[src/inc/dsp_agu_pkg.sv]
// Shared constants and carriers of the DSP address generator
package dsp_agu_pkg;
	// ----------------------------------------------------------------
	// Widths
	// ----------------------------------------------------------------
	localparam int REG_ADDR_W_DEF = 8;
	localparam int PTR_W = 32;
	localparam int HALF_W = 16;
	localparam int NUM_PTR = 8;
	// ----------------------------------------------------------------
	// Register offsets (byte addresses)
	// ----------------------------------------------------------------
	localparam logic [7:0] OFF_PTR_BASE = 8'h00;
	localparam logic [7:0] OFF_WRAP_BOUNDS = 8'h20;
	localparam logic [7:0] OFF_STATUS_WORD = 8'h24;
	// ----------------------------------------------------------------
	// Entry of each general register in the pointer file (Rn - 2)
	// ----------------------------------------------------------------
	localparam logic [2:0] S_PTR_BASE = 3'h0;
	localparam logic [2:0] X_PTR_BASE = 3'h2;
	localparam logic [2:0] Y_PTR_BASE = 3'h4;
	localparam logic [2:0] X_INDEX_IDX = 3'h6;
	localparam logic [2:0] Y_INDEX_IDX = 3'h7;
	localparam logic [2:0] S_STEP_IDX = 3'h6;
	// ----------------------------------------------------------------
	// Field positions
	// ----------------------------------------------------------------
	localparam int WRAP_END_LSB = 16;
	localparam int WRAP_START_LSB = 0;
	localparam int STAT_XWRAP_BIT = 0;
	localparam int STAT_YWRAP_BIT = 1;
	// ----------------------------------------------------------------
	// Reset values and steps
	// ----------------------------------------------------------------
	localparam logic [31:0] PTR_RST = 32'h0000_0000;
	localparam logic [31:0] WRAP_BOUNDS_RST = 32'h0000_0000;
	localparam logic WRAP_EN_RST = 1'b0;
	localparam logic [15:0] XY_STEP = 16'h0002;
	localparam logic [31:0] STEP_WORD = 32'h0000_0002;
	localparam logic [31:0] STEP_LONG = 32'h0000_0004;
	// ----------------------------------------------------------------
	// Carriers
	// ----------------------------------------------------------------
	typedef enum logic [1:0] {
		MODE_NONE, MODE_INDEX, MODE_INC, MODE_DEC
	} updMode_t;
	typedef struct packed {
		logic valid;
		logic paired;
		logic xSel;
		logic ySel;
		logic [1:0] sSel;
		updMode_t mode;
		logic isLong;
		logic isStore;
	} xferReq_t;
	typedef struct packed {
		logic xyValid;
		logic [15:0] xAddr;
		logic [15:0] yAddr;
		logic sValid;
		logic [31:0] sAddr;
		logic sLong;
		logic sStore;
	} xferAddr_t;
endpackage

[src/verilog/dsp_address_generator.sv]
// Address generator for paired X/Y and single DSP data transfers
`timescale 1ns/1ns

// Functional notes
// - X pointer from R4 or R5, Y pointer from R6 or R7, per request.
// - R8 indexes the X pointer, R9 indexes the Y pointer.
// - Paired increment adds 2 to both pointers; no-update leaves both.
// - Paired index-add adds each index to its pointer after transfer.
// - Paired transfers are always 16-bit word accesses.
// - X/Y addresses use pointer bits 15..1; bit 0 is forced low.
// - Paired updates touch only the low pointer half; upper half kept.
// - X and Y addresses leave together on separate paths, no main bus.
// - Single pointer is one of R2 to R5, per request.
// - Single index-add adds R8 to the pointer after transfer.
// - Single increment adds 2 or 4 afterwards; no-update leaves it.
// - Single decrement subtracts 2 or 4 first and uses that address.
// - Single transfers use the full main path and wait on main bus.
// - X or Y wrap enable selects wrapped pointer; never both at once.
// - Single-transfer updates never wrap.
// - Wrap when low pointer half equals end bound; load start instead.
// - A wrap rewrites only pointer bits 15..1 from the start bound.
// - Only an exact end match wraps; stepping past it does not.
// - Circular buffer spans at most 64 kbytes.
// - Wrap bounds register holds start and end, loaded by software.
module dsp_address_generator #(
	parameter int REG_ADDR_W = dsp_agu_pkg::REG_ADDR_W_DEF
) (
	// Clock and reset
	input wire logic sys_clk,
	input wire logic rstn,
	// Register port
	input wire logic [REG_ADDR_W-1:0] regAddr,
	input wire logic [31:0] regWData,
	input wire logic regWr,
	input wire logic regRd,
	output logic [31:0] regRData,
	// Transfer requests
	input wire dsp_agu_pkg::xferReq_t xferReq,
	output logic xferReady,
	input wire logic mainBusy,
	// Generated addresses
	output dsp_agu_pkg::xferAddr_t xferAddr
);
	import dsp_agu_pkg::*;

	// ----------------------------------------------------------------
	// Storage
	// ----------------------------------------------------------------
	logic [31:0] ptr [NUM_PTR];
	logic [31:0] wrapBounds;
	logic xWrapEn;
	logic yWrapEn;

	logic [2:0] xIdx;
	logic [2:0] yIdx;
	logic [2:0] sIdx;
	logic [31:0] xPtr;
	logic [31:0] yPtr;
	logic [31:0] sPtr;
	logic [15:0] wrapStart;
	logic [15:0] wrapEnd;
	logic xHit;
	logic yHit;
	logic accept;
	logic doXY;
	logic doS;
	logic xyUpd;
	logic sUpd;
	logic [31:0] next_x;
	logic [31:0] next_y;
	logic [31:0] next_s;
	logic [31:0] sStep;
	logic [31:0] sEa;
	logic ptrSpace;

	generate
		if (REG_ADDR_W < 6) begin : g_chk
			$error("REG_ADDR_W too small for the register map");
		end
	endgenerate

	// ----------------------------------------------------------------
	// Operand selection
	// ----------------------------------------------------------------
	assign xIdx = X_PTR_BASE + {2'b00, xferReq.xSel};
	assign yIdx = Y_PTR_BASE + {2'b00, xferReq.ySel};
	assign sIdx = S_PTR_BASE + {1'b0, xferReq.sSel};
	assign xPtr = ptr[xIdx];
	assign yPtr = ptr[yIdx];
	assign sPtr = ptr[sIdx];
	assign wrapStart = wrapBounds[WRAP_START_LSB +: HALF_W];
	assign wrapEnd = wrapBounds[WRAP_END_LSB +: HALF_W];
	assign xHit = xWrapEn && (xPtr[15:0] == wrapEnd);
	assign yHit = yWrapEn && (yPtr[15:0] == wrapEnd);

	// Single transfers wait while the main bus is taken
	assign xferReady = xferReq.paired || !mainBusy;
	assign accept = xferReq.valid && xferReady;
	assign doXY = accept && xferReq.paired;
	assign doS = accept && !xferReq.paired;
	assign xyUpd = doXY && (xferReq.mode == MODE_INDEX
		|| xferReq.mode == MODE_INC);
	assign sUpd = doS && (xferReq.mode != MODE_NONE);

	// ----------------------------------------------------------------
	// Paired update: low half only, exact end match wraps
	// ----------------------------------------------------------------
	function automatic logic [15:0] xyNext(
		input logic [15:0] cur,
		input logic [15:0] idx,
		input updMode_t mode,
		input logic hit,
		input logic [15:0] start
	);
		logic [15:0] res;
		res = cur;
		if (hit) begin
			res = {start[15:1], cur[0]};
		end else begin
			case (mode)
				MODE_INDEX: res = cur + idx;
				MODE_INC: res = cur + XY_STEP;
				default: res = cur;
			endcase
		end
		return res;
	endfunction

	always_comb begin
		next_x = {xPtr[31:16], xyNext(xPtr[15:0],
			ptr[X_INDEX_IDX][15:0], xferReq.mode, xHit,
			wrapStart)};
		next_y = {yPtr[31:16], xyNext(yPtr[15:0],
			ptr[Y_INDEX_IDX][15:0], xferReq.mode, yHit,
			wrapStart)};
	end

	// ----------------------------------------------------------------
	// Single update: full width, never wraps
	// ----------------------------------------------------------------
	assign sStep = xferReq.isLong ? STEP_LONG : STEP_WORD;
	assign sEa = (xferReq.mode == MODE_DEC) ? (sPtr - sStep)
		: sPtr;

	always_comb begin
		case (xferReq.mode)
			MODE_INDEX: next_s = sPtr + ptr[S_STEP_IDX];
			MODE_INC: next_s = sPtr + sStep;
			MODE_DEC: next_s = sEa;
			default: next_s = sPtr;
		endcase
	end

	// ----------------------------------------------------------------
	// Pointer file: transfer updates win over register writes
	// ----------------------------------------------------------------
	assign ptrSpace = (regAddr[REG_ADDR_W-1:5] == '0)
		&& (regAddr[1:0] == 2'b00);

	generate
		for (genvar i = 0; i < NUM_PTR; i++) begin : g_ptr
			always_ff @(posedge sys_clk or negedge rstn) begin
				if (!rstn) begin
					ptr[i] <= PTR_RST;
				end else if (xyUpd && xIdx == 3'(i)) begin
					ptr[i] <= next_x;
				end else if (xyUpd && yIdx == 3'(i)) begin
					ptr[i] <= next_y;
				end else if (sUpd && sIdx == 3'(i)) begin
					ptr[i] <= next_s;
				end else if (regWr && ptrSpace
					&& regAddr[4:2] == 3'(i)) begin
					ptr[i] <= regWData;
				end
			end
		end
	endgenerate

	// ----------------------------------------------------------------
	// Wrap bounds and wrap enables
	// ----------------------------------------------------------------
	always_ff @(posedge sys_clk or negedge rstn) begin
		if (!rstn) begin
			wrapBounds <= WRAP_BOUNDS_RST;
		end else if (regWr && regAddr == REG_ADDR_W'(OFF_WRAP_BOUNDS)) begin
			wrapBounds <= regWData;
		end
	end

	// A write asking for both enables is refused whole
	always_ff @(posedge sys_clk or negedge rstn) begin
		if (!rstn) begin
			xWrapEn <= WRAP_EN_RST;
			yWrapEn <= WRAP_EN_RST;
		end else if (regWr && regAddr == REG_ADDR_W'(OFF_STATUS_WORD)
			&& !(regWData[STAT_XWRAP_BIT] && regWData[STAT_YWRAP_BIT])) begin
			xWrapEn <= regWData[STAT_XWRAP_BIT];
			yWrapEn <= regWData[STAT_YWRAP_BIT];
		end
	end

	// ----------------------------------------------------------------
	// Register read, one cycle later
	// ----------------------------------------------------------------
	always_ff @(posedge sys_clk or negedge rstn) begin
		if (!rstn) begin
			regRData <= '0;
		end else if (regRd) begin
			if (ptrSpace) begin
				regRData <= ptr[regAddr[4:2]];
			end else if (regAddr == REG_ADDR_W'(OFF_WRAP_BOUNDS)) begin
				regRData <= wrapBounds;
			end else if (regAddr == REG_ADDR_W'(OFF_STATUS_WORD)) begin
				regRData <= '0;
				regRData[STAT_XWRAP_BIT] <= xWrapEn;
				regRData[STAT_YWRAP_BIT] <= yWrapEn;
			end else begin
				regRData <= '0;
			end
		end
	end

	// ----------------------------------------------------------------
	// Address outputs
	// ----------------------------------------------------------------
	always_ff @(posedge sys_clk or negedge rstn) begin
		if (!rstn) begin
			xferAddr <= '0;
		end else begin
			xferAddr.xyValid <= doXY;
			xferAddr.sValid <= doS;
			if (doXY) begin
				xferAddr.xAddr <= {xPtr[15:1], 1'b0};
				xferAddr.yAddr <= {yPtr[15:1], 1'b0};
			end
			if (doS) begin
				xferAddr.sAddr <= sEa;
				xferAddr.sLong <= xferReq.isLong;
				xferAddr.sStore <= xferReq.isStore;
			end
		end
	end
endmodule

[config.mk]
export PLATFORM = sky130hd
export DESIGN_NAME = dsp_address_generator
export DESIGN_NICKNAME = d
export VERILOG_FILES = /design/src/inc/dsp_agu_pkg.sv /design/src/verilog/dsp_address_generator.sv
export SDC_FILE = /design/constraint.sdc
export NUM_CORES = 1
export LEC_CHECK = 0
export BUFFER_PORTS_ARGS = -buffer_cell sky130_fd_sc_hd__buf_4
export CORE_MARGIN = 8
export CORE_UTILIZATION = 50
export CTS_BUF_LIST = sky130_fd_sc_hd__clkbuf_2
export CTS_CLUSTER_DIAMETER = 80
export DETAILED_ROUTE_END_ITERATION = 6
export GPL_ROUTABILITY_DRIVEN = 0
export PLACE_DENSITY = 0.66
export SLEW_MARGIN = 15
export SYNTH_ARGS = -nofsm -noshare
export SYNTH_HDL_FRONTEND = slang
export SYNTH_SLANG_ARGS = --single-unit
[constraint.sdc]
create_clock -name sys_clk -period 4.8 [get_ports sys_clk]
set_clock_uncertainty 0.1 [all_clocks]
set_input_delay 0.48 -clock sys_clk [delete_from_list [all_inputs] [get_ports sys_clk]]
set_output_delay 0.48 -clock sys_clk [all_outputs]
set_load 0.01 [all_outputs]
### Yosys cells after proc, flatten, opt, wreduce, memory -nomap -nowiden

Index checks and enable logic that the tools add are counted.

* register bits: 388
* output and inout port bits: 101
* input port bits: 55
* logic and storage cells: 178

* add/sub/neg operators: 9
* reduce and logical (&&, ||, !) cells: 61
* multiplexer cells: 50
* equality and inequality tests: 31
* $lt $le $gt $ge: 4
* bitwise operators: 4

Operators by type and width (count)
* 2-to-1 mux 32 bit: 39
* binary-select mux 32 bit (select 3 bit): 4
* case mux 32 bit (3 select lines): 1
* case mux 16 bit (2 select lines): 2
* logical AND 1 bit: 41
* equality test 3 bit, second input constant: 12
* adder 16 bit: 2
* adder 16 x 2 -> 16 bit, second input constant: 2
* adder 32 x 3 -> 32 bit: 1
* adder 32 bit: 1
* equality test 16 bit: 2
* 2-to-1 mux 16 bit: 2
* subtractor 32 x 3 -> 32 bit: 1
* equality test 3 x 2 -> 1 bit, second input constant: 6
* equality test 8 x 6 -> 1 bit, second input constant: 2
* >= comparator 4 bit, second input constant: 4
* nonzero test 4 bit: 4
* logical NOT 3 bit: 5
* inverter 3 -> 4 bit: 3
* nonzero test 3 bit: 4
* equality test 3 x 1 -> 1 bit, second input constant: 3
* equality test 2 bit, second input constant: 4
* equality test 2 x 1 -> 1 bit, second input constant: 2
* inverter 2 -> 4 bit: 1
* other kinds (8): 11

### Longest topological paths before layout

Gate-level depths: netlist of run 1.

* depth after elaboration: 10
* mapped depth: 18
* mapped depth without buffers: 15

### Worst setup path after synthesis of run 1

No wires, ideal clock.

* path type: input to register
* start: input xferReq[4] in the netlist's numbering
* end: register ptr[171] in the netlist's numbering
* data required time: 4.551 ns
* arrival time: 4.376 ns
* cell stages on the path: 16
* path buffers: 5
* setup slack: 0.176 ns
* setup time: 0.149 ns
* cells stage by stage: buf_6 -> buf_4 -> buf_2 -> buf_2 -> mux4_2 -> inv_1 -> ha_1 -> fa_1 -> nand2_1 -> or3_1 -> clkbuf_1 -> or3_1 -> nor2_1 -> mux2_1 -> a222oi_1 -> o221ai_1

* cells in the longest elaborated chain, start to end: 10
* elaborated cells on any way between the ends: 15
* classes of those cells: add/sub (3); eq/ne (1); mux (8); bitwise (1); reduce/logical (2)

RTL lines
* start: declaration: line dsp_address_generator.sv:38 `input wire dsp_agu_pkg::xferReq_t xferReq,`
* inverter 2 -> 4 bit (not written as such): line dsp_address_generator.sv:90 `assign sPtr = ptr[sIdx];`
* binary-select mux 32 bit (select 3 bit): line dsp_address_generator.sv:90
* 2-to-1 mux 32 bit (not written as such) (2 in series): line dsp_address_generator.sv:90
* subtractor 32 x 3 -> 32 bit: line dsp_address_generator.sv:142 `assign sEa = (xferReq.mode == MODE_DEC) ? (sPtr - sStep)`
* 2-to-1 mux 32 bit: line dsp_address_generator.sv:142
* case mux 32 bit (3 select lines): line dsp_address_generator.sv:146 `case (xferReq.mode)`
* 2-to-1 mux 32 bit: line dsp_address_generator.sv:169 `end else if (sUpd && sIdx == 3'(i)) begin`
* 2-to-1 mux 32 bit: line dsp_address_generator.sv:167 `end else if (xyUpd && yIdx == 3'(i)) begin`
* 2-to-1 mux 32 bit: line dsp_address_generator.sv:165 `end else if (xyUpd && xIdx == 3'(i)) begin`
* end signal: indexed assignment: line dsp_address_generator.sv:166 `ptr[i] <= next_x;`
* end signal: indexed assignment: line dsp_address_generator.sv:168 `ptr[i] <= next_y;`
* end signal: indexed assignment: line dsp_address_generator.sv:170 `ptr[i] <= next_s;`
* end: declaration: line dsp_address_generator.sv:49 `logic [31:0] ptr [NUM_PTR];`

Parallel ways exist; a longest one is shown, timed or not. The select of a mux whose other input is x is not followed.
A chain may end at the register's enable or synchronous reset.

### Worst setup path after layout of run 1

* start: register ptr[160] in the netlist's numbering
* end: register ptr[216] in the netlist's numbering

* cells in the longest elaborated chain, start to end: 9
* elaborated cells on any way between the ends: 11
* classes of those cells: add/sub (3); mux (8)

RTL lines (line)
* binary-select mux 32 bit (select 3 bit) (*): dsp_address_generator.sv:90
* 2-to-1 mux 32 bit (not written as such) (*) (2 in series): dsp_address_generator.sv:90
* subtractor 32 x 3 -> 32 bit: dsp_address_generator.sv:142
* 2-to-1 mux 32 bit: dsp_address_generator.sv:142
* case mux 32 bit (3 select lines) (*): dsp_address_generator.sv:146
* 2-to-1 mux 32 bit (*): dsp_address_generator.sv:169
* 2-to-1 mux 32 bit (*): dsp_address_generator.sv:167
* 2-to-1 mux 32 bit (*): dsp_address_generator.sv:165

Every way passes the cells marked *; elsewhere a longest branch is shown, timed or not. The select of a mux whose other input is x is not followed.

==> results of run 1 <==
final cells by class:
class | instances | share of cell area, %
Multi-Input combinational cell | 2056 | 51.9
Sequential cell | 388 | 32.5
Timing Repair Buffer | 321 | 8.89
Tap cell | 688 | 2.88
Clock buffer | 147 | 2.46
Inverter | 58 | 0.728
Clock inverter | 32 | 0.653
Antenna cell | 2 | 0.0167
routing by layer:
| metal | vias to the layer above | track usage, % | part of all wire, % |
|---|---|---|---|
| met2 | 1422 | 47.9 | 45 |
| met5 | - | 0 | 0.015 |
| met3 | 374 | 6.68 | 9.0 |
| met4 | 2 | 23.0 | 8.1 |
| li1 | 10478 | - | - |
| met1 | 11602 | 37.7 | 38 |
flip-flops by register name (all words and copies together), names as in the netlist:
register,cells
ptr,256
regRData,32
wrapBounds,32
xWrapEn,1
xferAddr,66
yWrapEn,1
critical path: cells and delay by family (launching register included):
family,cells,cell delay (ns)
adder cells (fa/ha/maj),2,0.46
flip-flops,1,0.44
multiplexers,2,0.62
buffers and inverters,1,0.08
AO/OA/AOI/OAI,6,2.19
AND/OR/NAND/NOR,2,0.17
report_power, final:
group / leakage (uW) / switching, uW / internal [uW]
Clock: 0.000699 / 1520 / 904
Combinational: 0.00798 / 2530 / 1950
Sequential: 0.00500 / 527 / 3850
timing repair:
action                                  CTS  global route
hold buffers                             65             0
hold endpoints to repair                665             0
endpoints found under the setup margin    0             0
worst min-delay path by stage:
| stage | slack, ns | cells past startpoint | end |
|---|---|---|---|
| 2_1_floorplan | 0.08 | 0 | ptr[0] |
| 3_3_place_gp | 0.36 | 2 | xferAddr[0] |
| 3_5_place_dp | 0.37 | 2 | xferAddr[31] |
| 4_1_cts | 0.0005 | 3 | wrapBounds[23] |
| 5_1_grt | 0.03 | 3 | wrapBounds[29] |
| 6_report | 0.11 | 3 | wrapBounds[11] |
cell families after synthesis:
family          after synthesis  synth area share [%]
flops                       388                  37.0
simple gates                737                  13.5
compound gates              725                  17.1
fa+ha+maj                    73                  3.60
xor+xnor                    103                  3.44
mux                         416                  21.3
other cells                   1                0.0143
buf+inv                     262                  3.97
synth_stat cells, drive strengths merged, types with 23 or more instances:
cell | n | share of area (%)
nor2 | 236 | 3.4
clkbuf | 165 | 2.4
nor2b | 66 | 1.6
a211oi | 41 | 1.2
mux2i | 148 | 5.6
a31oi | 23 | 0.55
nand3 | 53 | 1.0
ha | 69 | 3.3
dfrtp | 388 | 37
buf | 39 | 0.75
xnor2 | 64 | 2.1
nor3 | 36 | 0.81
nand2 | 198 | 2.8
xor2 | 39 | 1.3
a21oi | 262 | 5.0
o21ai | 182 | 3.5
mux4 | 96 | 8.3
inv | 56 | 0.80
and3 | 36 | 0.86
o21a | 28 | 0.80
a21o | 29 | 0.83
mux2 | 172 | 7.4
through the flow:
| stage | hold WS, ns | worst slack (ns) | cell area [um^2] | total power, uW |
|---|---|---|---|---|
| 6_report | 0.113 | 0.548 | 29900 | 11300 |
| 5_1_grt | 0.0338 | 0.347 | 29900 | 11900 |
| 4_1_cts | 0.000509 | 0.659 | 29900 | 11300 |
| 3_5_place_dp | 0.373 | 0.232 | 28300 | 8770 |
| 3_3_place_gp | 0.359 | 0.320 | 28300 | 8640 |
| 2_1_floorplan | 0.0844 | 0.176 | 26200 | 7130 |
==> run summary, run 1 <==
# resized after CTS: 0
Count of input and output buffers: 153
Logic depth of the worst register-to-register path: 13
Clock tree root buffer cell: sky130_fd_sc_hd__clkbuf_2
Post-route fraction of the period consumed by the critical path: 88.6%
Category of the worst setup path launch point: flop
Clock Latency Late Sink: 1.18 ns
Mean number of vias per cell: 6.47
Seq. cell area: 9710 um^2
Max FO, Critical Path: 4
Library cell contributing the largest single delay on the critical path: sky130_fd_sc_hd__a311oi_1
Routed wire length per instance: 25.6 um
Final number of setup-violating endpoints: 0
Antenna violation net count after detailed routing: 0
Final Max Slew Viols: 0
Total Routed Length: 94.5 mm
Vias: 23,878
Timing-limited maximum frequency: 235 MHz
Full die area: 60,000 um^2
Antenna violations before repair: 3
Number of enable flip-flop cells after synthesis: 0
Count of buffers added by post-CTS timing repair for setup: 0
Power per unit of standard cell area: 377 nW/um^2
Largest net degree at the start of global routing: 96
Reg-to-reg slack, setup: 0.55 ns
TritonCTS clock tree: yes
Setup repair after global routing missed its margin: no
Arrival time of the worst setup path: 5.14 ns
Fraction of registers with async set/reset: 100%
Layout area overhead: 14.1%
Clock sink count: 388
Area of combinational cells with multiple inputs: 15,500 um^2
Number of rows in the core area: 84
Post-route setup TNS: 0 ns
Fill cell count: 4,543
Core footprint: 52,200 um^2
Post-synthesis sequential area ratio: 37.0%
Result of the run: finished with violations
Number of iterations in the first detailed-routing pass: 7
Height of the die: 245 um
Clock-pin slew on the worst setup and hold paths: 0.11 ns
Element type at the critical path end: flop
Most common library cell in the layout ignoring fill and taps: sky130_fd_sc_hd__dfrtp_1
Number of remaining DRC errors: 1
Crit path required time: 5.68 ns
Final hold violation count: 0
Count of maximum capacitance violations: 0
Violations in the final reports: design-rule violations
Relative slew slack: 36.3%
Kind of path behind the tightest hold check: primary input to flop
Yosys warning total: 0
CP Capture Point: ptr[216]
Actual slew at the worst max-slew pin: 0.929 ns
Wire length of the first global-routing pass: 144 mm
Number of placed cells counting well taps: 3,446
Slowest cell delay on critical path: 0.81 ns
Leak pwr: 0.0137 uW
Maximum level of the CTS H-tree: 3
Die Wd: 245 um
Time the final worst path needs with I/O delays and setup: 4.25 ns
DRC marker count from the first detailed-route iteration: 2,650
Critical Path, Cell by Cell: mux4_2, ha_1, inv_1, fa_1, nor2b_1, o31a_1, o2111ai_1, a31oi_1, a311oi_1, nor4_1, a41o_1, a311oi_2, mux2i_1
Flops & latches, synth: 388
Share of post-route cells with drive strength above 1: 24.1%
Gate count after technology mapping: 2,705
Initial core utilization: 50.2%
Overall fraction of global-route tracks in use: 30.9%
Global route total overflow: 0
Maximum clock insertion buffer count: 3
Worst hold path startpoint: regWData[11]
Layout Nets: 3,057
Peak ir drop on the vdd network: 0.226 mV
Number of cells in the finished layout apart from fillers: 3,692
Netlist Area Pre-Place: 26,200 um^2
Top library cells by usage in the layout, fill and taps aside: sky130_fd_sc_hd__dfrtp_1 (388), sky130_fd_sc_hd__a21oi_1 (261), sky130_fd_sc_hd__buf_4 (250)
Cts bufs inserted: 104
Type of the worst setup path: flop to flop
I/O pin count: 156
Most instantiated flip-flop cell in the synthesis netlist: sky130_fd_sc_hd__dfrtp_1
Distinct cell type count of the synthesized netlist: 96
Via count of the first global-routing pass: 23,857
Final standard cell utilization of the core: 57.3%
Worst reg2reg path endpoint: ptr[216]
Critical Path Source: ptr[160]
Startpoint of the most critical register-to-register path: ptr[160]
HPWL after detailed placement: 67.2 mm
Syn Area/Cell: 9.69 um^2
Note: power is estimated with default switching activity, not from simulation.
==> run 2: changes to the inputs <==
--- a/config.mk
+++ b/config.mk
@@ -12,7 +12,8 @@
 export CTS_CLUSTER_DIAMETER = 80
 export DETAILED_ROUTE_END_ITERATION = 6
 export GPL_ROUTABILITY_DRIVEN = 0
-export PLACE_DENSITY = 0.66
+export GPL_TIMING_DRIVEN = 0
+export PLACE_DENSITY = 0.64
 export SLEW_MARGIN = 15
 export SYNTH_ARGS = -nofsm -noshare
 export SYNTH_HDL_FRONTEND = slang
==> run 2 against run 1 <==
The run ends with design-rule violations, negative setup slack left. Clock power shrank 2%. Power shrank 0.64%. Global-route usage grew 2.6 points. Setup slack lost 0.57 ns. Sequential power is essentially flat. Cell count grew 2.2%. Die area is the same. Count of clock-buffer cells in the layout shrank 2. Register-to-register slack lost 0.11 ns. Sequential cell count is the same. First-iteration DRC count grew 23%.
==> run summary, run 2 (synthesized netlist as in run 1, its figures left out) <==
Worst reg2reg path endpoint: ptr[155]
Type of the worst setup path: primary input to flop
Clock tree root buffer cell: sky130_fd_sc_hd__clkbuf_2
Min-Delay Path Depth: 5 (+2)
Core footprint: 52,200 um^2 (unchanged)
Clock sink count: 388 (unchanged)
Wire length of the first global-routing pass: 153 mm (+6.1%)
Height of the die: 245 um (unchanged)
Layout Nets: 3,145 (+2.9%)
Registers with the most flip-flops: ptr: 256 flops, xferAddr: 66 flops
Maximum clock insertion buffer count: 3 (unchanged)
Antenna violations before repair: 3 (unchanged)
Library cell contributing the largest single delay on the critical path: sky130_fd_sc_hd__a311oi_2
Peak ir drop on the vdd network: 0.209 mV (-7.9%)
CP delay by family, top: compound AO/OA/AOI/OAI gates
Antenna violation net count after detailed routing: 0 (unchanged)
Final hold violation count: 0 (unchanged)
Worst hold path startpoint: regAddr[3]
I/O pin count: 156 (unchanged)
Kind of path behind the tightest hold check: primary input to flop
Maximum level of the CTS H-tree: 3 (unchanged)
Logic depth of the worst register-to-register path: 14 (+1)
Cell Area, Placed: 28,200 um^2 (-0.34%)
HPWL after detailed placement: 77.8 mm (+16%)
Count of input and output buffers: 130 (-15%)
Top cell by count, worst path: sky130_fd_sc_hd__clkbuf_2
Number of remaining DRC errors: 4 (+3)
Via count of the first global-routing pass: 24,142 (+1.2%)
Initial core utilization: 50.2% (unchanged)
Max reg flops: 256 (unchanged)
DRC marker count from the first detailed-route iteration: 3,268 (+23%)
Post-route setup TNS: -0.0575 ns (-0.0575 ns)
Largest net degree at the start of global routing: 96 (unchanged)
Mean number of vias per cell: 6.63 (+2.5%)
Timing-limited maximum frequency: 208 MHz (-12%)
Final Max Slew Viols: 0 (unchanged)
Post-route fraction of the period consumed by the critical path: 100% (+12 points)
Final standard cell utilization of the core: 57.1% (-0.18 points)
Full die area: 60,000 um^2 (unchanged)
Top library cells by usage in the layout, fill and taps aside: sky130_fd_sc_hd__dfrtp_1 (388), sky130_fd_sc_hd__a21oi_1 (261), sky130_fd_sc_hd__nor2_1 (234)
Result of the run: finished with violations
Share of post-route cells with drive strength above 1: 20.3% (-3.8 points)
Clock-pin slew on the worst setup and hold paths: 0.11 ns (about the same)
Total power: 11,200 uW (-0.64%)
Category of the worst setup path launch point: primary input
Violations in the final reports: design-rule violations, negative setup slack
Final number of setup-violating endpoints: 5 (+5)
Register with the most flip-flops: ptr
Critical Path, Cell by Cell: buf_4, inv_1, ha_1, clkbuf_2, clkbuf_2, clkbuf_2, mux2_2, ha_1, nor2b_1, o31a_1, o2111ai_1, a31oi_1, a311oi_2, nor4_1, a41o_1, a311oi_4, mux2i_1
Crit path required time: 5.74 ns (+0.06 ns)
Time the final worst path needs with I/O delays and setup: 4.82 ns (+0.567 ns)
Vias: 24,999 (+4.7%)
Power per unit of standard cell area: 376 nW/um^2 (-0.31%)
Routed wire length per instance: 27.5 um (+7.5%)
Max FO, Critical Path: 10 (+6)
Min Hold Slack: 0.0704 ns (-0.0429 ns)
Total Routed Length: 104 mm (+9.8%)
Count of maximum capacitance violations: 0 (unchanged)
Most common library cell in the layout ignoring fill and taps: sky130_fd_sc_hd__dfrtp_1
TritonCTS clock tree: yes
Number of rows in the core area: 84 (unchanged)
Slowest cell delay on critical path: 0.58 ns (-0.23 ns)
Setup ws final: -0.0190 ns (-0.567 ns)
Global route total overflow: 0 (unchanged)
Number of iterations in the first detailed-routing pass: 7 (unchanged)
Actual slew at the worst max-slew pin: 1.24 ns (+0.313 ns)
Buf+Inv Stages, Crit Path: 5 (+4)
Final design area excluding fillers: 29,800 um^2 (-0.32%)
Arrival time of the worst setup path: 5.76 ns (+0.62 ns)
Startpoint of the most critical register-to-register path: ptr[129]
Leak pwr: 0.0134 uW (-1.7%)
Die Wd: 245 um (unchanged)
Endpoint, Worst Hold: ptr[170]
Layout area overhead: 13.7%
Element type at the critical path end: flop
Cts bufs inserted: 107 (+2.9%)
Overall fraction of global-route tracks in use: 33.5% (+2.6 points)
Reg-to-reg slack, setup: 0.44 ns (-0.11 ns)
Relative slew slack: 17.2% (-19 points)
Setup repair after global routing missed its margin: no
Clock Latency Late Sink: 1.22 ns (+0.04 ns)
-- run 2: changes by cell type in the layout (fill, tap and decap cells not counted), moves of 3 or more --
cell,before,now
sky130_fd_sc_hd__buf_16,1,5
sky130_fd_sc_hd__buf_12,5,0
sky130_fd_sc_hd__buf_6,0,3
sky130_fd_sc_hd__clkinv_1,26,21
sky130_fd_sc_hd__buf_4,250,136
sky130_fd_sc_hd__buf_2,0,13
sky130_fd_sc_hd__buf_1,0,17
sky130_fd_sc_hd__clkbuf_2,147,153
sky130_fd_sc_hd__clkbuf_1,0,157
-- run 2: what timing repair did --
item | CTS | global route
hold buffers | 66 | 0
endpoints found under the hold margin | 714 | 0
gates resized for setup | 3 | 6
endpoints found under the setup margin | 35 | 35
pin swaps | 0 | 2
buffers inserted | 0 | 2
-- run 2: power by group --
group          total, uW  internal [uW]  switching, uW
Combinational       4470           1840           2630
Sequential          4380           3850            526
Clock               2360            838           1520
Total              11200           6540           4680
-- run 2: through the flow --
stage                     setup WS (ns)  std cells
after floorplan                   0.176       2706
final                           -0.0190       3772
after detailed placement          -1.83       3530
after global placement            -1.86       3524
after CTS                        0.0247       3768
after global routing             0.0304       3771
-- run 2: final cells by class --
class                           instances  area, um^2
Fill cell                            4613       22400
Clock buffer                          145         726
Antenna cell                            3        7.51
Inverter                               58         218
Sequential cell                       388        9710
Buffer                                202         822
Tap cell                              688         861
Multi-Input combinational cell       2056       15500
Clock inverter                         28         151
Timing Repair Buffer                  204        1800
-- run 2: how the worst max path moves through the flow --
| stage | from | end | cells after the start |
|---|---|---|---|
| floorplan | xferReq[4] | ptr[171] | 16 |
| global placement | xferReq[2] | ptr[248] | 17 |
| detailed placement | xferReq[2] | ptr[152] | 17 |
| CTS | xferReq[4] | ptr[253] | 18 |
| global route | xferReq[2] | ptr[244] | 17 |
| finish | xferReq[2] | ptr[216] | 17 |
-- run 2: worst register-to-register path: stages, from the launching register on --
cell and delay (ns):
sky130_fd_sc_hd__dfrtp_1 0.43, sky130_fd_sc_hd__mux4_2 0.55, sky130_fd_sc_hd__inv_1 0.15, sky130_fd_sc_hd__ha_1 0.22
sky130_fd_sc_hd__fa_1 0.23, sky130_fd_sc_hd__nand2_1 0.09, sky130_fd_sc_hd__or3_1 0.34, sky130_fd_sc_hd__clkbuf_1 0.23
sky130_fd_sc_hd__nor3_4 0.28, sky130_fd_sc_hd__nand2_1 0.29, sky130_fd_sc_hd__nor3b_2 0.37, sky130_fd_sc_hd__nor2_1 0.09
sky130_fd_sc_hd__a221o_1 0.29, sky130_fd_sc_hd__nor2_1 0.42, sky130_fd_sc_hd__o21ai_1 0.13
-- run 2: layer usage --
layer  share of wire [%]  global-route usage [%]  up-vias
li1                    -                       -    10658
met1                  38                    42.2    12218
met2                  43                    49.5     1678
met3                  11                    9.76      443
met4                 7.9                    22.9        2
met5               0.013                       0        -
